$ cat src/include/refin_cfg.svh
`ifndef REFIN_CFG_SVH
`define REFIN_CFG_SVH

// ==========================================================================
// Register indexes (byte address is four times the index)
`define IDX_SRC_SEL     8'h32
`define IDX_ICC         8'h33
`define IDX_RDIV        8'h34
`define IDX_MDIV        8'h35
`define IDX_STATUS      8'h3F
`define ADDR_W          10
`define BYTE_ADDR(idx)  ({(idx), 2'b00})

// ==========================================================================
// Reset values
`define RST_SRC_SEL     2'h1
`define RST_ICC         8'h03
`define RST_RDIV        3'h0
`define RST_MDIV        5'h00

// ==========================================================================
// Field positions
`define ICC_MUX_BYP     7
`define ICC_KEEP_ON     2
`define ICC_SEC_GAIN    1
`define ICC_PRI_GAIN    0
`define RDIV_MSB        2
`define MDIV_MSB        4
`define SRC_MSB         1

// ==========================================================================
// Bus answers
`define RESP_OKAY       2'h0
`define RESP_SLVERR     2'h2

`endif

$ cat src/include/refin_pkg.sv
package refin_pkg;

  // Source select modes of the first synthesizer's reference mux
  typedef enum logic [1:0] {
    SRC_AUTO = 2'h0,
    SRC_PIN  = 2'h1,
    SRC_PRI  = 2'h2,
    SRC_SEC  = 2'h3
  } src_mode_e;

  // Secondary buffer life cycle, Gray coded along the usual path
  typedef enum logic [1:0] {
    SB_STANDBY = 2'b00,
    SB_ON_SEC  = 2'b01,
    SB_BACK    = 2'b11
  } sec_buf_state_e;

  typedef struct packed {
    logic       ref_mux_bypass;
    logic [3:0] reserved;
    logic       sec_buf_keep_on;
    logic       sec_buf_gain_max;
    logic       pri_buf_gain_max;
  } input_clock_control_s;

  typedef struct packed {
    logic [3:0] ref_ratio;
    logic       ref_bypass;
    logic [5:0] m_ratio;
    logic       m_bypass;
  } divider_out_s;

endpackage

$ cat src/verilog/ref_input_and_synth1_divider_regs.sv
// Register access over AXI4-Lite was left to the implementer.
`timescale 1ns/1ps
`include "refin_cfg.svh"

module ref_input_and_synth1_divider_regs (
  input  wire logic                 aclk,              // System clock
  input  wire logic                 aresetn,           // Sync reset, low
  input  wire logic [`ADDR_W-1:0]   s_axi_awaddr,      // Write address
  input  wire logic                 s_axi_awvalid,     // Write addr valid
  output logic                      s_axi_awready,     // Write addr ready
  input  wire logic [31:0]          s_axi_wdata,       // Write data
  input  wire logic [3:0]           s_axi_wstrb,       // Byte enables
  input  wire logic                 s_axi_wvalid,      // Write data valid
  output logic                      s_axi_wready,      // Write data ready
  output logic [1:0]                s_axi_bresp,       // Write response
  output logic                      s_axi_bvalid,      // Response valid
  input  wire logic                 s_axi_bready,      // Response ready
  input  wire logic [`ADDR_W-1:0]   s_axi_araddr,      // Read address
  input  wire logic                 s_axi_arvalid,     // Read addr valid
  output logic                      s_axi_arready,     // Read addr ready
  output logic [31:0]               s_axi_rdata,       // Read data
  output logic [1:0]                s_axi_rresp,       // Read response
  output logic                      s_axi_rvalid,      // Read data valid
  input  wire logic                 s_axi_rready,      // Read data ready
  input  wire logic                 pri_clk_present,   // Primary ref alive
  input  wire logic                 sec_clk_present,   // Secondary alive
  input  wire logic                 ref_select_pin,    // External select
  output logic                      ref_mux_bypass,    // Mux bypass
  output logic                      sec_buf_en,        // Sec buffer power
  output logic                      sec_buf_gain_max,  // Sec gain max
  output logic                      pri_buf_gain_max,  // Pri gain max
  output logic                      ref_sel_secondary, // Mux on secondary
  output logic [3:0]                synth1_ref_ratio,  // R divide ratio
  output logic                      synth1_ref_bypass, // R divider bypass
  output logic [5:0]                synth1_m_ratio,    // M divide ratio
  output logic                      synth1_m_bypass    // M divider bypass
);

  // ========================================================================
  // Helpers
  function automatic logic [5:0] code_to_ratio(input logic [4:0] code);
    code_to_ratio = (code == 5'h00) ? 6'h01 : ({1'b0, code} + 6'h01);
  endfunction

  function automatic logic addr_is(input logic [`ADDR_W-1:0] a,
                                   input logic [7:0]         idx);
    addr_is = (a == `BYTE_ADDR(idx));
  endfunction

  // ========================================================================
  // Pin synchronisers: bit 0 primary, bit 1 secondary, bit 2 select pin
  logic [2:0] meta_reg, sync_reg;
  logic       pri_ok, sec_ok, pin_sel;

  always_ff @(posedge aclk) begin
    if (!aresetn) begin
      meta_reg <= '0;
      sync_reg <= '0;
    end else begin
      meta_reg <= {ref_select_pin, sec_clk_present, pri_clk_present};
      sync_reg <= meta_reg;
    end
  end
  assign pri_ok  = sync_reg[0];
  assign sec_ok  = sync_reg[1];
  assign pin_sel = sync_reg[2];

  // ========================================================================
  // AXI4-Lite write channel
  logic                        aw_full_reg, aw_full_next;
  logic                        w_full_reg, w_full_next;
  logic [`ADDR_W-1:0]          aw_addr_reg, aw_addr_next;
  logic [31:0]                 w_data_reg, w_data_next;
  logic                        w_strb_reg, w_strb_next;
  logic                        bvalid_reg, bvalid_next;
  logic [1:0]                  bresp_reg, bresp_next;
  logic                        aw_hs, w_hs, do_write, wr_lane0;
  logic [`ADDR_W-1:0]          wr_addr;
  logic [31:0]                 wr_data;
  logic                        wr_mapped;

  assign s_axi_awready = !aw_full_reg && !bvalid_reg;
  assign s_axi_wready  = !w_full_reg && !bvalid_reg;
  assign aw_hs         = s_axi_awvalid && s_axi_awready;
  assign w_hs          = s_axi_wvalid && s_axi_wready;
  // Either order: a held half waits for the other, then both commit
  assign do_write      = (aw_full_reg || aw_hs) && (w_full_reg || w_hs);
  assign wr_addr       = aw_full_reg ? aw_addr_reg : s_axi_awaddr;
  assign wr_data       = w_full_reg ? w_data_reg : s_axi_wdata;
  assign wr_lane0      = w_full_reg ? w_strb_reg : s_axi_wstrb[0];
  // Status is read-only; a write to it is accepted and dropped
  assign wr_mapped     = addr_is(wr_addr, `IDX_SRC_SEL) ||
                         addr_is(wr_addr, `IDX_ICC) ||
                         addr_is(wr_addr, `IDX_RDIV) ||
                         addr_is(wr_addr, `IDX_MDIV) ||
                         addr_is(wr_addr, `IDX_STATUS);

  always_comb begin
    aw_addr_next = aw_hs ? s_axi_awaddr : aw_addr_reg;
    w_data_next  = w_hs ? s_axi_wdata : w_data_reg;
    w_strb_next  = w_hs ? s_axi_wstrb[0] : w_strb_reg;
    aw_full_next = !do_write && (aw_full_reg || aw_hs);
    w_full_next  = !do_write && (w_full_reg || w_hs);
    bvalid_next  = do_write || (bvalid_reg && !s_axi_bready);
    bresp_next   = !do_write ? bresp_reg :
                   wr_mapped ? `RESP_OKAY : `RESP_SLVERR;
  end

  always_ff @(posedge aclk) begin
    if (!aresetn) begin
      aw_full_reg <= 1'b0;
      w_full_reg  <= 1'b0;
      aw_addr_reg <= '0;
      w_data_reg  <= 32'h0;
      w_strb_reg  <= 1'b0;
      bvalid_reg  <= 1'b0;
      bresp_reg   <= `RESP_OKAY;
    end else begin
      aw_full_reg <= aw_full_next;
      w_full_reg  <= w_full_next;
      aw_addr_reg <= aw_addr_next;
      w_data_reg  <= w_data_next;
      w_strb_reg  <= w_strb_next;
      bvalid_reg  <= bvalid_next;
      bresp_reg   <= bresp_next;
    end
  end

  assign s_axi_bvalid = bvalid_reg;
  assign s_axi_bresp  = bresp_reg;

  // ========================================================================
  // Configuration registers
  refin_pkg::input_clock_control_s icc_reg, icc_next;
  logic [`RDIV_MSB:0]              rdiv_reg, rdiv_next;
  logic [`MDIV_MSB:0]              mdiv_reg, mdiv_next;
  refin_pkg::src_mode_e            src_reg, src_next;
  refin_pkg::divider_out_s         div_reg, div_next;
  logic                            wr_en, icc_wr, rdiv_wr, mdiv_wr;

  assign wr_en   = do_write && wr_lane0;
  assign icc_wr  = wr_en && addr_is(wr_addr, `IDX_ICC);
  assign rdiv_wr = wr_en && addr_is(wr_addr, `IDX_RDIV);
  assign mdiv_wr = wr_en && addr_is(wr_addr, `IDX_MDIV);

  always_comb begin
    icc_next  = icc_wr ? refin_pkg::input_clock_control_s'(wr_data[7:0])
                       : icc_reg;
    rdiv_next = rdiv_wr ? wr_data[`RDIV_MSB:0] : rdiv_reg;
    mdiv_next = mdiv_wr ? wr_data[`MDIV_MSB:0] : mdiv_reg;
    src_next  = src_reg;
    if (wr_en && addr_is(wr_addr, `IDX_SRC_SEL)) begin
      src_next = refin_pkg::src_mode_e'(wr_data[`SRC_MSB:0]);
    end
    div_next.ref_ratio  = 4'(code_to_ratio({2'b00, rdiv_next}));
    div_next.ref_bypass = (rdiv_next == `RST_RDIV);
    div_next.m_ratio    = code_to_ratio(mdiv_next);
    div_next.m_bypass   = (mdiv_next == `RST_MDIV);
  end

  always_ff @(posedge aclk) begin
    if (!aresetn) begin
      icc_reg  <= refin_pkg::input_clock_control_s'(`RST_ICC);
      rdiv_reg <= `RST_RDIV;
      mdiv_reg <= `RST_MDIV;
      src_reg  <= refin_pkg::src_mode_e'(`RST_SRC_SEL);
      div_reg  <= '{ref_ratio: 4'h1, ref_bypass: 1'b1,
                    m_ratio: 6'h01, m_bypass: 1'b1};
    end else begin
      icc_reg  <= icc_next;
      rdiv_reg <= rdiv_next;
      mdiv_reg <= mdiv_next;
      src_reg  <= src_next;
      div_reg  <= div_next;
    end
  end

  assign ref_mux_bypass    = icc_reg.ref_mux_bypass;
  assign sec_buf_gain_max  = icc_reg.sec_buf_gain_max;
  assign pri_buf_gain_max  = icc_reg.pri_buf_gain_max;
  assign synth1_ref_ratio  = div_reg.ref_ratio;
  assign synth1_ref_bypass = div_reg.ref_bypass;
  assign synth1_m_ratio    = div_reg.m_ratio;
  assign synth1_m_bypass   = div_reg.m_bypass;

  // ========================================================================
  // Reference selection and secondary buffer control
  refin_pkg::sec_buf_state_e sb_reg, sb_next;
  logic                      sel_sec_reg, sel_sec_next;
  logic                      auto_sel_sec;

  // Primary wins whenever it is alive; secondary only covers a loss
  assign auto_sel_sec = !pri_ok && sec_ok;

  always_comb begin
    case (src_reg)
      refin_pkg::SRC_AUTO: sel_sec_next = auto_sel_sec;
      refin_pkg::SRC_PIN:  sel_sec_next = pin_sel && auto_sel_sec;
      refin_pkg::SRC_PRI:  sel_sec_next = 1'b0;
      default:             sel_sec_next = 1'b1;
    endcase
    sb_next = sb_reg;
    case (sb_reg)
      refin_pkg::SB_ON_SEC: begin
        if (!sel_sec_reg) begin
          sb_next = refin_pkg::SB_BACK;
        end
      end
      default: begin
        if (sel_sec_reg) begin
          sb_next = refin_pkg::SB_ON_SEC;
        end
      end
    endcase
  end

  always_ff @(posedge aclk) begin
    if (!aresetn) begin
      sb_reg      <= refin_pkg::SB_STANDBY;
      sel_sec_reg <= 1'b0;
    end else begin
      sb_reg      <= sb_next;
      sel_sec_reg <= sel_sec_next;
    end
  end

  assign ref_sel_secondary = sel_sec_reg;
  // Off only after a return to primary; the standby phase keeps it up
  // so that a primary loss can still be covered
  assign sec_buf_en = (sb_reg != refin_pkg::SB_BACK) ||
                      icc_reg.sec_buf_keep_on;

  // ========================================================================
  // AXI4-Lite read channel
  logic        rvalid_reg, rvalid_next;
  logic [31:0] rdata_reg, rdata_next;
  logic [1:0]  rresp_reg, rresp_next;
  logic        ar_hs;

  assign s_axi_arready = !rvalid_reg;
  assign ar_hs         = s_axi_arvalid && s_axi_arready;

  always_comb begin
    rvalid_next = rvalid_reg;
    rdata_next  = rdata_reg;
    rresp_next  = rresp_reg;
    if (ar_hs) begin
      rvalid_next = 1'b1;
      rresp_next  = `RESP_OKAY;
      rdata_next  = 32'h0;
      if (addr_is(s_axi_araddr, `IDX_ICC)) begin
        rdata_next[7:0] = icc_reg;
      end else if (addr_is(s_axi_araddr, `IDX_RDIV)) begin
        rdata_next[`RDIV_MSB:0] = rdiv_reg;
      end else if (addr_is(s_axi_araddr, `IDX_MDIV)) begin
        rdata_next[`MDIV_MSB:0] = mdiv_reg;
      end else if (addr_is(s_axi_araddr, `IDX_SRC_SEL)) begin
        rdata_next[`SRC_MSB:0] = src_reg;
      end else if (addr_is(s_axi_araddr, `IDX_STATUS)) begin
        rdata_next[5:0] = {sec_ok, pri_ok, sb_reg,
                           sec_buf_en, sel_sec_reg};
      end else begin
        rresp_next = `RESP_SLVERR;
      end
    end else if (s_axi_rvalid && s_axi_rready) begin
      rvalid_next = 1'b0;
    end
  end

  always_ff @(posedge aclk) begin
    if (!aresetn) begin
      rvalid_reg <= 1'b0;
      rdata_reg  <= 32'h0;
      rresp_reg  <= `RESP_OKAY;
    end else begin
      rvalid_reg <= rvalid_next;
      rdata_reg  <= rdata_next;
      rresp_reg  <= rresp_next;
    end
  end

  assign s_axi_rvalid = rvalid_reg;
  assign s_axi_rdata  = rdata_reg;
  assign s_axi_rresp  = rresp_reg;
endmodule // ref_input_and_synth1_divider_regs

$ cat config.mk
export PLATFORM = sky130hd
export DESIGN_NAME = ref_input_and_synth1_divider_regs
export DESIGN_NICKNAME = d
export VERILOG_FILES = /design/src/include/refin_pkg.sv /design/src/verilog/ref_input_and_synth1_divider_regs.sv
export VERILOG_INCLUDE_DIRS = /design/src /design/src/include
export SDC_FILE = /design/constraint.sdc
export NUM_CORES = 1
export LEC_CHECK = 0
export ABC_CLOCK_PERIOD_IN_PS = 3270
export BUFFER_PORTS_ARGS = -buffer_cell sky130_fd_sc_hd__buf_4
export CAP_MARGIN = 20
export CORE_ASPECT_RATIO = 0.9
export CORE_MARGIN = 2
export CORE_UTILIZATION = 46
export CTS_BUF_LIST = sky130_fd_sc_hd__clkbuf_4
export DETAILED_ROUTE_END_ITERATION = 8
export PLACE_DENSITY = 0.78
export SYNTH_ARGS = -nofsm -noshare
export SYNTH_HDL_FRONTEND = slang
export SYNTH_SLANG_ARGS = --single-unit
export TNS_END_PERCENT = 10
$ cat constraint.sdc
create_clock -name aclk -period 3.27 [get_ports aclk]
set_clock_uncertainty 0.2 [all_clocks]
set_input_delay 0.654 -clock aclk [delete_from_list [all_inputs] [get_ports aclk]]
set_output_delay 0.654 -clock aclk [all_outputs]
set_load 0.01 [all_outputs]
Yosys cells after proc, flatten, opt, wreduce, memory -nomap -nowiden

Index checks and enable logic that the tools add are counted.

Bits in registers: 74
Latch bits: 0
RAM bits: 0
Memory bits (read-only): 0
Logic and storage cells: 110
Memories: 0

Add/subtract/negate cells: 2
Multipliers: 0
Div/mod/pow operators: 0
Magnitude comparators: 0
Eq/ne operators: 15
Shifts and indexed selects: 0
Multiplexer cells: 26
Bitwise operators: 1
Reduce and logical (&&, ||, !) cells: 40

Operators by type and width:

| kind                  | number |
|---|---|
| $eq A10 B8 Y1 const B | 10 |
| $mux W2               | 11 |
| $logic_and A1 B1 Y1   | 17 |
| $mux W6               | 2 |
| $mux W10              | 1 |
| $mux W5               | 2 |
| $mux W3               | 3 |
| $logic_or A1 B1 Y1    | 8 |
| $mux W8               | 1 |
| $logic_not A1 Y1      | 7 |
| $add A5 B1 Y6 const B | 1 |
| $logic_not A5 Y1      | 1 |
| $add A3 B1 Y4 const B | 1 |
| $eq A2 B1 Y1 const B  | 2 |
| $mux W1               | 4 |
| $mux W4               | 1 |
| $ne A2 B2 Y1 const B  | 2 |
| $reduce_bool A2 Y1    | 2 |
| $reduce_or A2 Y1      | 2 |
| $logic_not A3 Y1      | 1 |
| $pmux W1 S3           | 1 |
| $eq A2 B2 Y1 const B  | 1 |
| $logic_not A2 Y1      | 1 |
| $reduce_and A2 Y1     | 1 |
| $not A1 Y1            | 1 |

Longest topological paths before layout

Gate-level depths: netlist of the first run.

Word-level depth: 10
Gate-level depth with buffers: 11
Depth with buffers taken out: 9

Worst setup path before layout of the first run

OpenSTA, ideal clock, no wires.

Path type: in2reg
Start: input port s_axi_awaddr[1]
End: register div_reg (netlist bit synth1_m_ratio[1])
Library setup time: 0.118 ns
Arrival: 2.823 ns
Required time: 2.952 ns
Path slack: 0.130 ns
Stages on the path: 9
Buffers on the path: 1
Path through: nand4bb_1 -> or4b_4 -> a2111o_1 -> buf_2 -> mux2i_1 -> ha_1 -> nor4b_1 -> nand2_1 -> o2111a_1

Cells in the longest elaborated chain, start to end: 6

RTL lines:

| what                                                                  | RTL line                                 | source |
|---|---|---|
| start, declared                                                       | ref_input_and_synth1_divider_regs.sv:8   | `` input wire logic [`ADDR_W-1:0] s_axi_awaddr, `` |
| $mux W10 (*)                                                          | ref_input_and_synth1_divider_regs.sv:88  | `assign wr_addr = aw_full_reg ? aw_addr_reg : s_axi_awaddr;` |
| $eq A10 B8 Y1 (no line) (*)                                           | -                                        |  |
| $logic_and A1 B1 Y1 (*)                                               | ref_input_and_synth1_divider_regs.sv:144 | `` assign mdiv_wr = wr_en && addr_is(wr_addr, `IDX_MDIV); `` |
| $mux W5 (*)                                                           | ref_input_and_synth1_divider_regs.sv:150 | `` mdiv_next = mdiv_wr ? wr_data[`MDIV_MSB:0] : mdiv_reg; `` |
| parallel branches: the longest is 2 deep, another holds $add A5 B1 Y6 | -                                        |  |
| end signal, assigned                                                  | ref_input_and_synth1_divider_regs.sv:167 | `div_reg <= '{ref_ratio: 4'h1, ref_bypass: 1'b1,` |
| end signal, assigned                                                  | ref_input_and_synth1_divider_regs.sv:174 | `div_reg <= div_next;` |
| end, declared                                                         | ref_input_and_synth1_divider_regs.sv:138 | `refin_pkg::divider_out_s div_reg, div_next;` |

Every way passes the cells marked *.
A chain may end at the register's enable or synchronous reset.

Worst setup path after layout of the first run

Start: register aw_full_reg
End: register div_reg (netlist bit synth1_m_ratio[1])

Cells in the longest elaborated chain, start to end: 10

RTL lines:

| what                                                                  | RTL line                                 | source |
|---|---|---|
| start, declared                                                       | ref_input_and_synth1_divider_regs.sv:70  | `logic aw_full_reg, aw_full_next;` |
| start signal, assigned                                                | ref_input_and_synth1_divider_regs.sv:119 | `aw_full_reg <= aw_full_next;` |
| parallel branches: the longest is 6 deep, another holds $mux W10      | -                                        |  |
| $logic_and A1 B1 Y1 (*)                                               | ref_input_and_synth1_divider_regs.sv:144 |  |
| $mux W5 (*)                                                           | ref_input_and_synth1_divider_regs.sv:150 |  |
| parallel branches: the longest is 2 deep, another holds $add A5 B1 Y6 | -                                        |  |

Marks and branches as above.

==> results of run 1 <==
-- final cells by class --
type	instances	area, sq um	area share (%)
repair buffers	87	653.1	15.80
inverters	9	33.78	0.8174
flip-flops and latches	72	1441	34.88
clock buffers	11	82.58	1.998
well taps	93	116.4	2.816
multi-input cells	272	1794	43.42
clock inverters	3	11.26	0.2725
-- layer usage --
| metal | track usage [%] | vias up | routed length, um |
|---|---|---|---|
| li1 | - | 1429 | - |
| met1 | 25.00 | 1383 | 3491 |
| met2 | 31.50 | 84 | 3702 |
| met3 | 3.217 | 17 | 427 |
| met4 | 10.14 | 0 | 156 |
| met5 | 0 | - | 0 |
-- worst max-delay path by stage --
stage	endpoint	slack [ns]
2_1_floorplan	synth1_m_ratio[1]	0.13
3_3_place_gp	synth1_m_ratio[1]	-0.1
3_5_place_dp	synth1_m_ratio[1]	-0.15
4_1_cts	synth1_m_ratio[1]	0.22
5_1_grt	synth1_m_ratio[1]	0.01
6_report	synth1_m_ratio[1]	0.22
-- power breakdown --
group          switching, mW  internal [mW]  leakage (nW)  total [mW]
logic                  0.141          0.121          1.22       0.262
registers             0.0239          0.910         0.587       0.933
clock network          0.276          0.159        0.0553       0.434
total                  0.440           1.19          1.86        1.63
-- cells in the mapped netlist, types with 3 or more instances --
master    instances
buf_2             3
clkbuf_1         15
a211oi_1          6
nand2b_1          4
mux2i_1          39
nand3_1          10
inv_1             8
ha_1              3
o21ai_0          11
nand2_1          16
dfxtp_1          72
o211ai_1          4
a21oi_1          15
and2_1            8
mux2_2           11
a32oi_1           4
nand4_1           5
buf_4            27
nor2_1           58
-- through the flow --
| step | cells | hold WS, ns |
|---|---|---|
| after global placement | 533 | 0.2137 |
| after detailed placement | 533 | 0.2169 |
| after CTS | 547 | 0.1953 |
| after global routing | 547 | 0.2019 |
| after floorplan | 399 | 0.2119 |
| final | 547 | 0.2111 |
-- cell usage in the layout (no fill, tap or decap), drive strengths merged, types with 10 or more instances in the layout --
master	Yosys	routed
buf	31	87
dfxtp	72	72
nor2	58	58
mux2i	39	39
conb	1	26
nand2	16	16
a21oi	15	15
mux2	11	11
o21ai	11	11
clkbuf	15	11
nand3	10	10
-- logic make-up (layout without fill, tap and decap cells) --
kind of cell	after synthesis	in the layout
compound gates	63	63
xor+xnor	3	3
fa+ha+maj	3	3
buf+inv	55	110
flops	72	72
mux	50	50
other cells	1	26
simple gates	127	127
==> results.md, run 1 <==
* Status: complete, no violations
* Grt ovf at 0
* Cell area after layout at 4133 sq um
* Die footprint at 8217 sq um
* Initial DRC Count at 130
* Simple-gate share of the synthesized area at 18.77%
* Clk pin slew, worst setup/hold paths at 0.10 ns
* Setup slack after layout at 0.2205 ns
* 1st-pass router iterations at 4
* Power per cell area at 394.2 nW/um^2
* H-tree depth at 3
* GRT Total Usage at 19.49%
* Worst Tran Pin Value at 0.8420 ns
* Nets at 520
* CP startpoint kind: register
* Critical Path RT at 3.37 ns
* Crit path max-delay family: simple AND/OR/NAND/NOR gates
* Worst reg2reg startpoint: aw_full_reg
* Root Buffer: clkbuf_4
* Diode count at 0
* Yosys warns at 0
* Final worst-path cycle share at 93.26%
* Compound-Gate Fraction of Synth Area at 13.62%
* Clk sinks at 72
* CP max stage cell: dfxtp_1
* Cts hold-fix bufs at 0
* Register area share after synthesis at 41.74%
* FILL cells at 629
* Vias in the first global route at 2,714
* Element type at the critical path end: register
* Slew Limit Fails at 0
* Area Overhead vs Synth at 19.67%
* Yosys top cell area share at 41.74%
* Post-Syn Area at 3453 sq um
* WS Path Type: reg -> reg
* Post-synth EDFFs at 0
* Core Footprint at 7148 sq um
* Cell-by-cell trace of the critical path: a21boi_1 > or3_1 > a2111o_1 > mux2i_1 > ha_1 > nor4b_1 > nand2_1 > o2111a_1
* CP startpoint: aw_full_reg
* Port Buf Inserts at 70
* Top post-synthesis cells by area: dfxtp_1, mux2i_1, nor2_1, buf_4, mux2_2
* Slew HR at 43.75%
* Placer congestion estimate at 0.8640
* Levels on crit path at 8
* Register bit total from synthesis at 72
* Unrepaired setup endpoints after global routing: false
* Worst path max stage delay at 0.51 ns
* Maximum resistive drop on vdd at 223.1 uV
* Crit path time final at 3.049 ns
* Worst skew pair latency at 0.40 ns
* Leak at 1.861 nW
* Detail Placement HPWL at 5.833 mm
* Via count at 2,913
* Number of library cell types mapped by synthesis at 62
* Hold Startpoint: s_axi_rready
* Adder-cell share of the synthesized area at 1.087%
* Hold Path Sink: s_axi_rvalid
* Mux share of post-synthesis cell area at 14.89%
* Setup TNS at 0 ns
* Final Power at 1.629 mW
* DRC at 0
* Placed Area at 4039 sq um
* Die height at 86.20 um
* Initial antenna violation count at 0
* Die X at 95.33 um
* Final ANT Viol Nets at 0
* Xor and xnor area share after synthesis at 0.7609%
* Max Buffers Root-to-Sink at 2
* CTS tree: yes
* IO Pins at 124
* Pin count of the biggest net entering global routing at 27
* Setup violators final at 0
* TritonCTS buffer count at 9
* MaxCap Viol Count at 0
* Worst Hold Depth at 2
* Final Hold Viols at 0
* Site Rows at 29
* Reg2Reg Depth at 8
* Post-CTS setup buffers at 0
* Crit path buffers/inverters at 0
* Number of vias per cell at 5.325
* Mapped Cells at 374
* Drt wl/cell at 14.22 um
* Largest family of logic cells by synthesized area: simple AND/OR/NAND/NOR gates
* First-pass GRT wire length at 12.47 mm
* Avg Inst Size Synth at 9.233 sq um
* F_max at 327.9 MHz
* Initial Util at 48.31%
* Arr. time, crit path at 3.15 ns
* Share of layout cells above drive strength 1 at 25.99%
* Post-cts resize count at 0
* Final Util at 57.82%
* Yosys top cell by area: dfxtp_1
* Pre-CTS WS at -0.1480 ns
* Max reg flops at 10
* CP Max Fanout at 9
* R2R setup slack at 0.22 ns
* Synth Flop Type: dfxtp_1
* Critical R2R Capture: synth1_m_ratio[1]
* FFs w/ async S/R, synth at 0%
* Total detailed-routing wirelength at 7.777 mm
* Worst hold path class: in -> reg
Power figures use the tool's default switching activity.
==> run 2, diff against run 1 <==
--- a/config.mk
+++ b/config.mk
@@ -6,7 +6,7 @@
 export SDC_FILE = /design/constraint.sdc
 export NUM_CORES = 1
 export LEC_CHECK = 0
-export ABC_CLOCK_PERIOD_IN_PS = 3270
+export ABC_CLOCK_PERIOD_IN_PS = 2800
 export BUFFER_PORTS_ARGS = -buffer_cell sky130_fd_sc_hd__buf_4
 export CAP_MARGIN = 20
 export CORE_ASPECT_RATIO = 0.9
@@ -15,6 +15,7 @@
 export CTS_BUF_LIST = sky130_fd_sc_hd__clkbuf_4
 export DETAILED_ROUTE_END_ITERATION = 8
 export PLACE_DENSITY = 0.78
+export REMOVE_ABC_BUFFERS = 1
 export SYNTH_ARGS = -nofsm -noshare
 export SYNTH_HDL_FRONTEND = slang
 export SYNTH_SLANG_ARGS = --single-unit
==> constraint.sdc (replaced) <==
create_clock -name aclk -period 2.8 [get_ports aclk]
set_clock_uncertainty 0.2 [all_clocks]
set_input_delay 0.56 -clock aclk [delete_from_list [all_inputs] [get_ports aclk]]
set_output_delay 0.56 -clock aclk [all_outputs]
set_load 0.01 [all_outputs]
==> run 2 against run 1 <==
  * Power up 33%
  * Worst hold slack worse by 0.11 ns
  * Global-route usage up 0.71 points
  * Register-to-register slack worse by 0.17 ns
  * First-iteration DRC count up 55%
  * Sequential share of layout area down 1.6 points
  * Sequential cell count unchanged
  * Clock-buffer cell count down 1
  * Die area unchanged
  * Critical path depth up 2
  * Highest routed layer unchanged
==> results.md, run 2 (synthesis results as in run 1) <==
* Status: complete, no violations
* Site Rows at 29 (unchanged)
* Die footprint at 8217 sq um (unchanged)
* MaxCap Viol Count at 0 (unchanged)
* Final Power at 2.170 mW (+33%)
* Leak at 1.944 nW (+4.5%)
* Share of layout cells above drive strength 1 at 30.90% (+4.9 points)
* Power per cell area at 499.7 nW/um^2 (+27%)
* Max reg flops at 10 (unchanged)
* Arr. time, crit path at 2.93 ns (-0.22 ns)
* WS Path Type: in -> reg
* Total detailed-routing wirelength at 8.001 mm (+2.9%)
* Worst path max stage delay at 0.51 ns (about the same)
* Worst Tran Pin Value at 0.7022 ns (-0.1398 ns)
* Final Hold Viols at 0 (unchanged)
* Number of vias per cell at 5.358 (+0.61%)
* Unrepaired setup endpoints after global routing: true
* Die X at 95.33 um (unchanged)
* Slew Limit Fails at 0 (unchanged)
* Placed insts at 542 (+1.7%)
* Worst hold slack at 0.09864 ns (-0.1125 ns)
* TritonCTS buffer count at 9 (unchanged)
* Clk sinks at 72 (unchanged)
* IO Pins at 124 (unchanged)
* Root Buffer: clkbuf_4
* Worst skew pair latency at 0.42 ns (+0.02 ns)
* Initial antenna violation count at 0 (unchanged)
* 1st-pass router iterations at 5 (+1)
* Clock Power Share at 34.7% (+8.0 points)
* Slew HR at 53.19% (+9.4 points)
* Final worst-path cycle share at 99.07%
* Via count at 2,995 (+2.8%)
* Initial DRC Count at 202 (+55%)
* Setup TNS at 0 ns (unchanged)
* Critical Path RT at 2.96 ns (-0.41 ns)
* Drt wl/cell at 14.31 um (+0.67%)
* Commonest non-fill, non-tap cell in the layout: buf_4
* Placer congestion estimate at 0.8823 (+2.1%)
* Cell-by-cell trace of the critical path: buf_4 > nand4bb_1 > or4b_4 > buf_4 > a2111oi_4 > mux2i_2 > inv_1 > ha_2 > nand2b_4 > mux2i_1
* Most frequent CP cell: buf_4
* Crit path time final at 2.774 ns
* Nets at 530 (+1.9%)
* Commonest cells after routing, fill and taps aside: buf_4, dfxtp_1, nor2_1
* Vias in the first global route at 2,711 (-0.11%)
* CP startpoint kind: input pin
* CP Max Fanout at 3 (-6)
* Diode count at 0 (unchanged)
* Share of power burned in registers at 50.2% (-7.1 points)
* Die height at 86.20 um (unchanged)
* Clk pin slew, worst setup/hold paths at 0.12 ns (+0.02 ns)
* Worst hold path class: in -> reg
* Switching Power at 0.5744 mW (+30%)
* Core Footprint at 7148 sq um (unchanged)
* Pint at 1.595 mW (+34%)
* Setup slack after layout at 0.02597 ns (-0.1946 ns)
* Pre-CTS WS at -0.4733 ns (-0.3253 ns)
* Logic gate share of total power at 15.1% (-1.0 points)
* CTS tree: yes
* H-tree depth at 3 (unchanged)
* Final ANT Viol Nets at 0 (unchanged)
* Maximum resistive drop on vdd at 347.9 uV (+56%)
* DRC at 0 (unchanged)
* Setup violators final at 0 (unchanged)
* CP max stage cell: or4b_4
* Cts hold-fix bufs at 0 (unchanged)
* Switching Fraction at 26.48% (-0.56 points)
* Max Buffers Root-to-Sink at 2 (unchanged)
* Port Buf Inserts at 70 (unchanged)
* Pin count of the biggest net entering global routing at 51 (+89%)
* Grt ovf at 0 (unchanged)
* F_max at 360.5 MHz
* Non-Filler Instances at 559 (+2.2%)
* First-pass GRT wire length at 12.84 mm (+3.0%)
* Detail Placement HPWL at 5.889 mm (+0.96%)
* GRT Total Usage at 20.21% (+0.71 points)
* Initial Util at 48.31% (unchanged)
* Element type at the critical path end: register
* Area Overhead vs Synth at 25.72%
-- run 2: cell count changes in the layout (fill, tap and decap cells not counted), moves of 2 or more --
cell       previous run  this run
ha_1                  3         0
dfxtp_1              72        70
clkinv_4              0         3
buf_4                87        95
mux2i_1              39        37
clkinv_1              4         1
bufinv_16             0         2
ha_2                  0         3
mux2i_2               0         2
-- run 2: worst max-delay path: cells and delay by family --
kind | cells | cell delay [ns]
AND/OR/NAND/NOR | 3 | 0.85
AO/OA/AOI/OAI | 1 | 0.48
multiplexers | 2 | 0.48
buffers and inverters | 3 | 0.36
adder cells (fa/ha/maj) | 1 | 0.19
-- run 2: through the flow --
stage / util (%) / area, sq um
CTS: 60.09 / 4295
detailed placement: 57.62 / 4119
global placement: 57.62 / 4119
global route: 60.74 / 4342
finish: 60.74 / 4342
floorplan: - / 3269
-- run 2: cell type report --
class,count,area (sq um)
inverter,9,33.78
fill,621,2806
multi-input combinational,272,1832
clock inverter,6,93.84
clock buffer,10,75.07
timing repair buffer,97,744.5
sequential,72,1446
tap,93,116.4
-- run 2: per-layer routing --
metal	global-route usage [%]	wire length, um
met3	5.826	599
met1	25.96	3444
met5	0	0
met4	6.456	115
met2	32.78	3842
-- run 2: path summary, 6_finish.rpt --
check,startpoint,end,slack (ns),cells after the start
worst max register to register,aw_full_reg,synth1_ref_ratio[2],0.05,9
worst max-delay path,s_axi_awaddr[1],synth1_ref_ratio[2],0.03,10
worst min-delay path,s_axi_rready,s_axi_rvalid,0.1,2
worst min register to register,meta_reg[1],sync_reg[1],0.25,1
-- run 2: repair_timing --
| action | in CTS | in global routing |
|---|---|---|
| cloned | 0 | 0 |
| gates resized for setup | 2 | 11 |
| buffers inserted | 0 | 1 |
| endpoints found under the hold margin | 0 | 0 |
| setup endpoints to repair | 6 | 7 |
| pin swaps | 0 | 6 |
-- run 2: power by group through the flow --
stage | sequential, mW | clock (mW) | combinational [mW]
floorplan | 1.12 | 0 | 0.168
CTS | 1.09 | 0.772 | 0.322
global route | 1.09 | 0.819 | 0.359
global placement | 1.11 | 0 | 0.311
finish | 1.09 | 0.752 | 0.328
detailed placement | 1.11 | 0 | 0.321
==> run 3, diff against run 2 <==
--- a/config.mk
+++ b/config.mk
@@ -6,7 +6,7 @@
 export SDC_FILE = /design/constraint.sdc
 export NUM_CORES = 1
 export LEC_CHECK = 0
-export ABC_CLOCK_PERIOD_IN_PS = 2800
+export ABC_CLOCK_PERIOD_IN_PS = 2300
 export BUFFER_PORTS_ARGS = -buffer_cell sky130_fd_sc_hd__buf_4
 export CAP_MARGIN = 20
 export CORE_ASPECT_RATIO = 0.9
==> constraint.sdc (replaced) <==
create_clock -name aclk -period 2.3 [get_ports aclk]
set_clock_uncertainty 0.2 [all_clocks]
set_input_delay 0.46 -clock aclk [delete_from_list [all_inputs] [get_ports aclk]]
set_output_delay 0.46 -clock aclk [all_outputs]
set_load 0.01 [all_outputs]
==> run 3 against run 2 <==
  * The run now ends with setup timing left
  * Clock power up 11%
  * Cell count up 2.9%
  * Die area unchanged
==> results.md, run 3 (synthesis results as in run 1) <==
* CP startpoint kind: register
* First-pass GRT wire length at 13.80 mm (+7.5%)
* Slew Limit Fails at 0 (unchanged)
* MaxCap Viol Count at 0 (unchanged)
* Final Hold Viols at 0 (unchanged)
* FILL cells at 592 (-4.7%)
* Slew HR at 61.47% (+8.3 points)
* Initial Util at 48.31% (unchanged)
* Status: complete, but fails checks
* Placer congestion estimate at 0.8510 (-3.5%)
* Max reg flops at 10 (unchanged)
* Non-Filler Instances at 575 (+2.9%)
* Vias in the first global route at 2,885 (+6.4%)
* Diode count at 0 (unchanged)
* Worst skew pair latency at 0.41 ns (about the same)
* Unrepaired setup endpoints after global routing: true
* R2R setup slack at -0.51 ns (-0.56 ns)
* Critical Path RT at 2.41 ns (-0.55 ns)
* Clk sinks at 72 (unchanged)
* Initial DRC Count at 144 (-29%)
* Final worst-path cycle share at 122.4%
* Area Overhead vs Synth at 30.91%
* TritonCTS buffer count at 9 (unchanged)
* Placed Area at 4174 sq um (+1.3%)
* Max Buffers Root-to-Sink at 2 (unchanged)
* Final ANT Viol Nets at 0 (unchanged)
* Commonest non-fill, non-tap cell in the layout: buf_4
* WS Path Type: reg -> reg
* Clk pin slew, worst setup/hold paths at 0.13 ns (about the same)
* Pre-CTS WS at -0.8774 ns (-0.4041 ns)
* Crit path time final at 2.815 ns
* Worst hold path class: in -> reg
* Core Footprint at 7148 sq um (unchanged)
* Die height at 86.20 um (unchanged)
* Number of vias per cell at 5.329 (-0.54%)
* Initial antenna violation count at 0 (unchanged)
* Worst hold slack at 0.04539 ns (-0.05326 ns)
* Root Buffer: clkbuf_4
* Placed insts at 551 (+1.7%)
* Setup slack after layout at -0.5146 ns (-0.5405 ns)
* Maximum resistive drop on vdd at 338.0 uV (-2.9%)
* Power per cell area at 571.9 nW/um^2 (+14%)
* Site Rows at 29 (unchanged)
* Total detailed-routing wirelength at 8.489 mm (+6.1%)
* Setup TNS at -4.286 ns (-4.286 ns)
* GRT Total Usage at 21.37% (+1.2 points)
* Commonest cells after routing, fill and taps aside: buf_4, dfxtp_1, nor2_1
* Worst Tran Pin Value at 0.5779 ns (-0.1243 ns)
* CP Max Fanout at 7 (+4)
* Die X at 95.33 um (unchanged)
* Die footprint at 8217 sq um (unchanged)
* Via count at 3,064 (+2.3%)
* F_max at 355.3 MHz
* IO Pins at 124 (unchanged)
* Final Util at 63.24% (+2.5 points)
* Leak at 2.022 nW (+4.0%)
* CTS tree: yes
* Drt wl/cell at 14.76 um (+3.1%)
* Element type at the critical path end: register
* Grt ovf at 0 (unchanged)
* Arr. time, crit path at 2.92 ns (about the same)
* Port Buf Inserts at 70 (unchanged)
* Share of layout cells above drive strength 1 at 34.02% (+3.1 points)
* Detail Placement HPWL at 6.032 mm (+2.4%)
* 1st-pass router iterations at 5 (unchanged)
* Failing checks: setup timing
* H-tree depth at 3 (unchanged)
* Cell area after layout at 4521 sq um (+4.1%)
* Final Power at 2.585 mW (+19%)
* Setup violators final at 17 (+17)
* Pin count of the biggest net entering global routing at 52 (+2.0%)
* Nets at 546 (+3.0%)
* DRC at 0 (unchanged)
[run 3: changes by cell type in the layout (fill, tap and decap cells not counted), sizes merged]
| cell | change |
|---|---|
| buf | +15 |
| inv | +2 |
| bufinv | -1 |
| clkbuf | -1 |
| dlygate4sd3 | +1 |
[run 3: final cells by class]
| cell class | instances | area [sq um] | area share [%] |
|---|---|---|---|
| multi-input combinational | 272 | 1907 | 42.18 |
| sequential | 72 | 1446 | 32.00 |
| timing repair buffer | 113 | 869.6 | 19.24 |
| tap | 93 | 116.4 | 2.574 |
| clock inverter | 7 | 80.08 | 1.771 |
| clock buffer | 9 | 67.56 | 1.495 |
| inverter | 9 | 33.78 | 0.7473 |
[run 3: worst paths after layout]
kind | to | cells after the start | from
worst min register to register | sync_reg[0] | 1 | meta_reg[0]
worst max-delay path | synth1_m_ratio[2] | 9 | aw_full_reg
worst max register to register | synth1_m_ratio[2] | 9 | aw_full_reg
worst min-delay path | meta_reg[0] | 2 | pri_clk_present
[run 3: worst max-delay path: stages, from the launching register on]
cell,delay [ns]
dfxtp_4,0.41
or3b_1,0.39
o32a_1,0.22
a2111o_1,0.46
mux2i_2,0.28
ha_2,0.27
o21ai_1,0.09
nand3_1,0.09
o21ai_1,0.07
o211a_1,0.23
[run 3: power by group]
group          leakage [nW]  internal, mW  switching (mW)
Combinational          1.36         0.206           0.221
Clock                0.0784         0.344           0.488
Sequential            0.588          1.29          0.0321
[run 3: layer usage]
metal | vias to the layer above | GRT usage, % | share of wire (%) | wire, um
li1 | 1482 | - | - | -
met5 | - | 0 | 0 | 0
met2 | 102 | 35.15 | 47 | 4016
met4 | 0 | 8.169 | 1.7 | 148
met1 | 1461 | 27.80 | 45 | 3850
met3 | 19 | 4.087 | 5.6 | 473
[run 3: timing repair]
action | 4_1_cts | 5_1_grt
gates cloned | 0 | 0
setup buffers | 6 | 1
endpoints found under the hold margin | 1 | 0
pin swaps | 10 | 0
setup endpoints to repair | 30 | 19
gates resized for setup | 28 | 3
hold buffers | 1 | 0
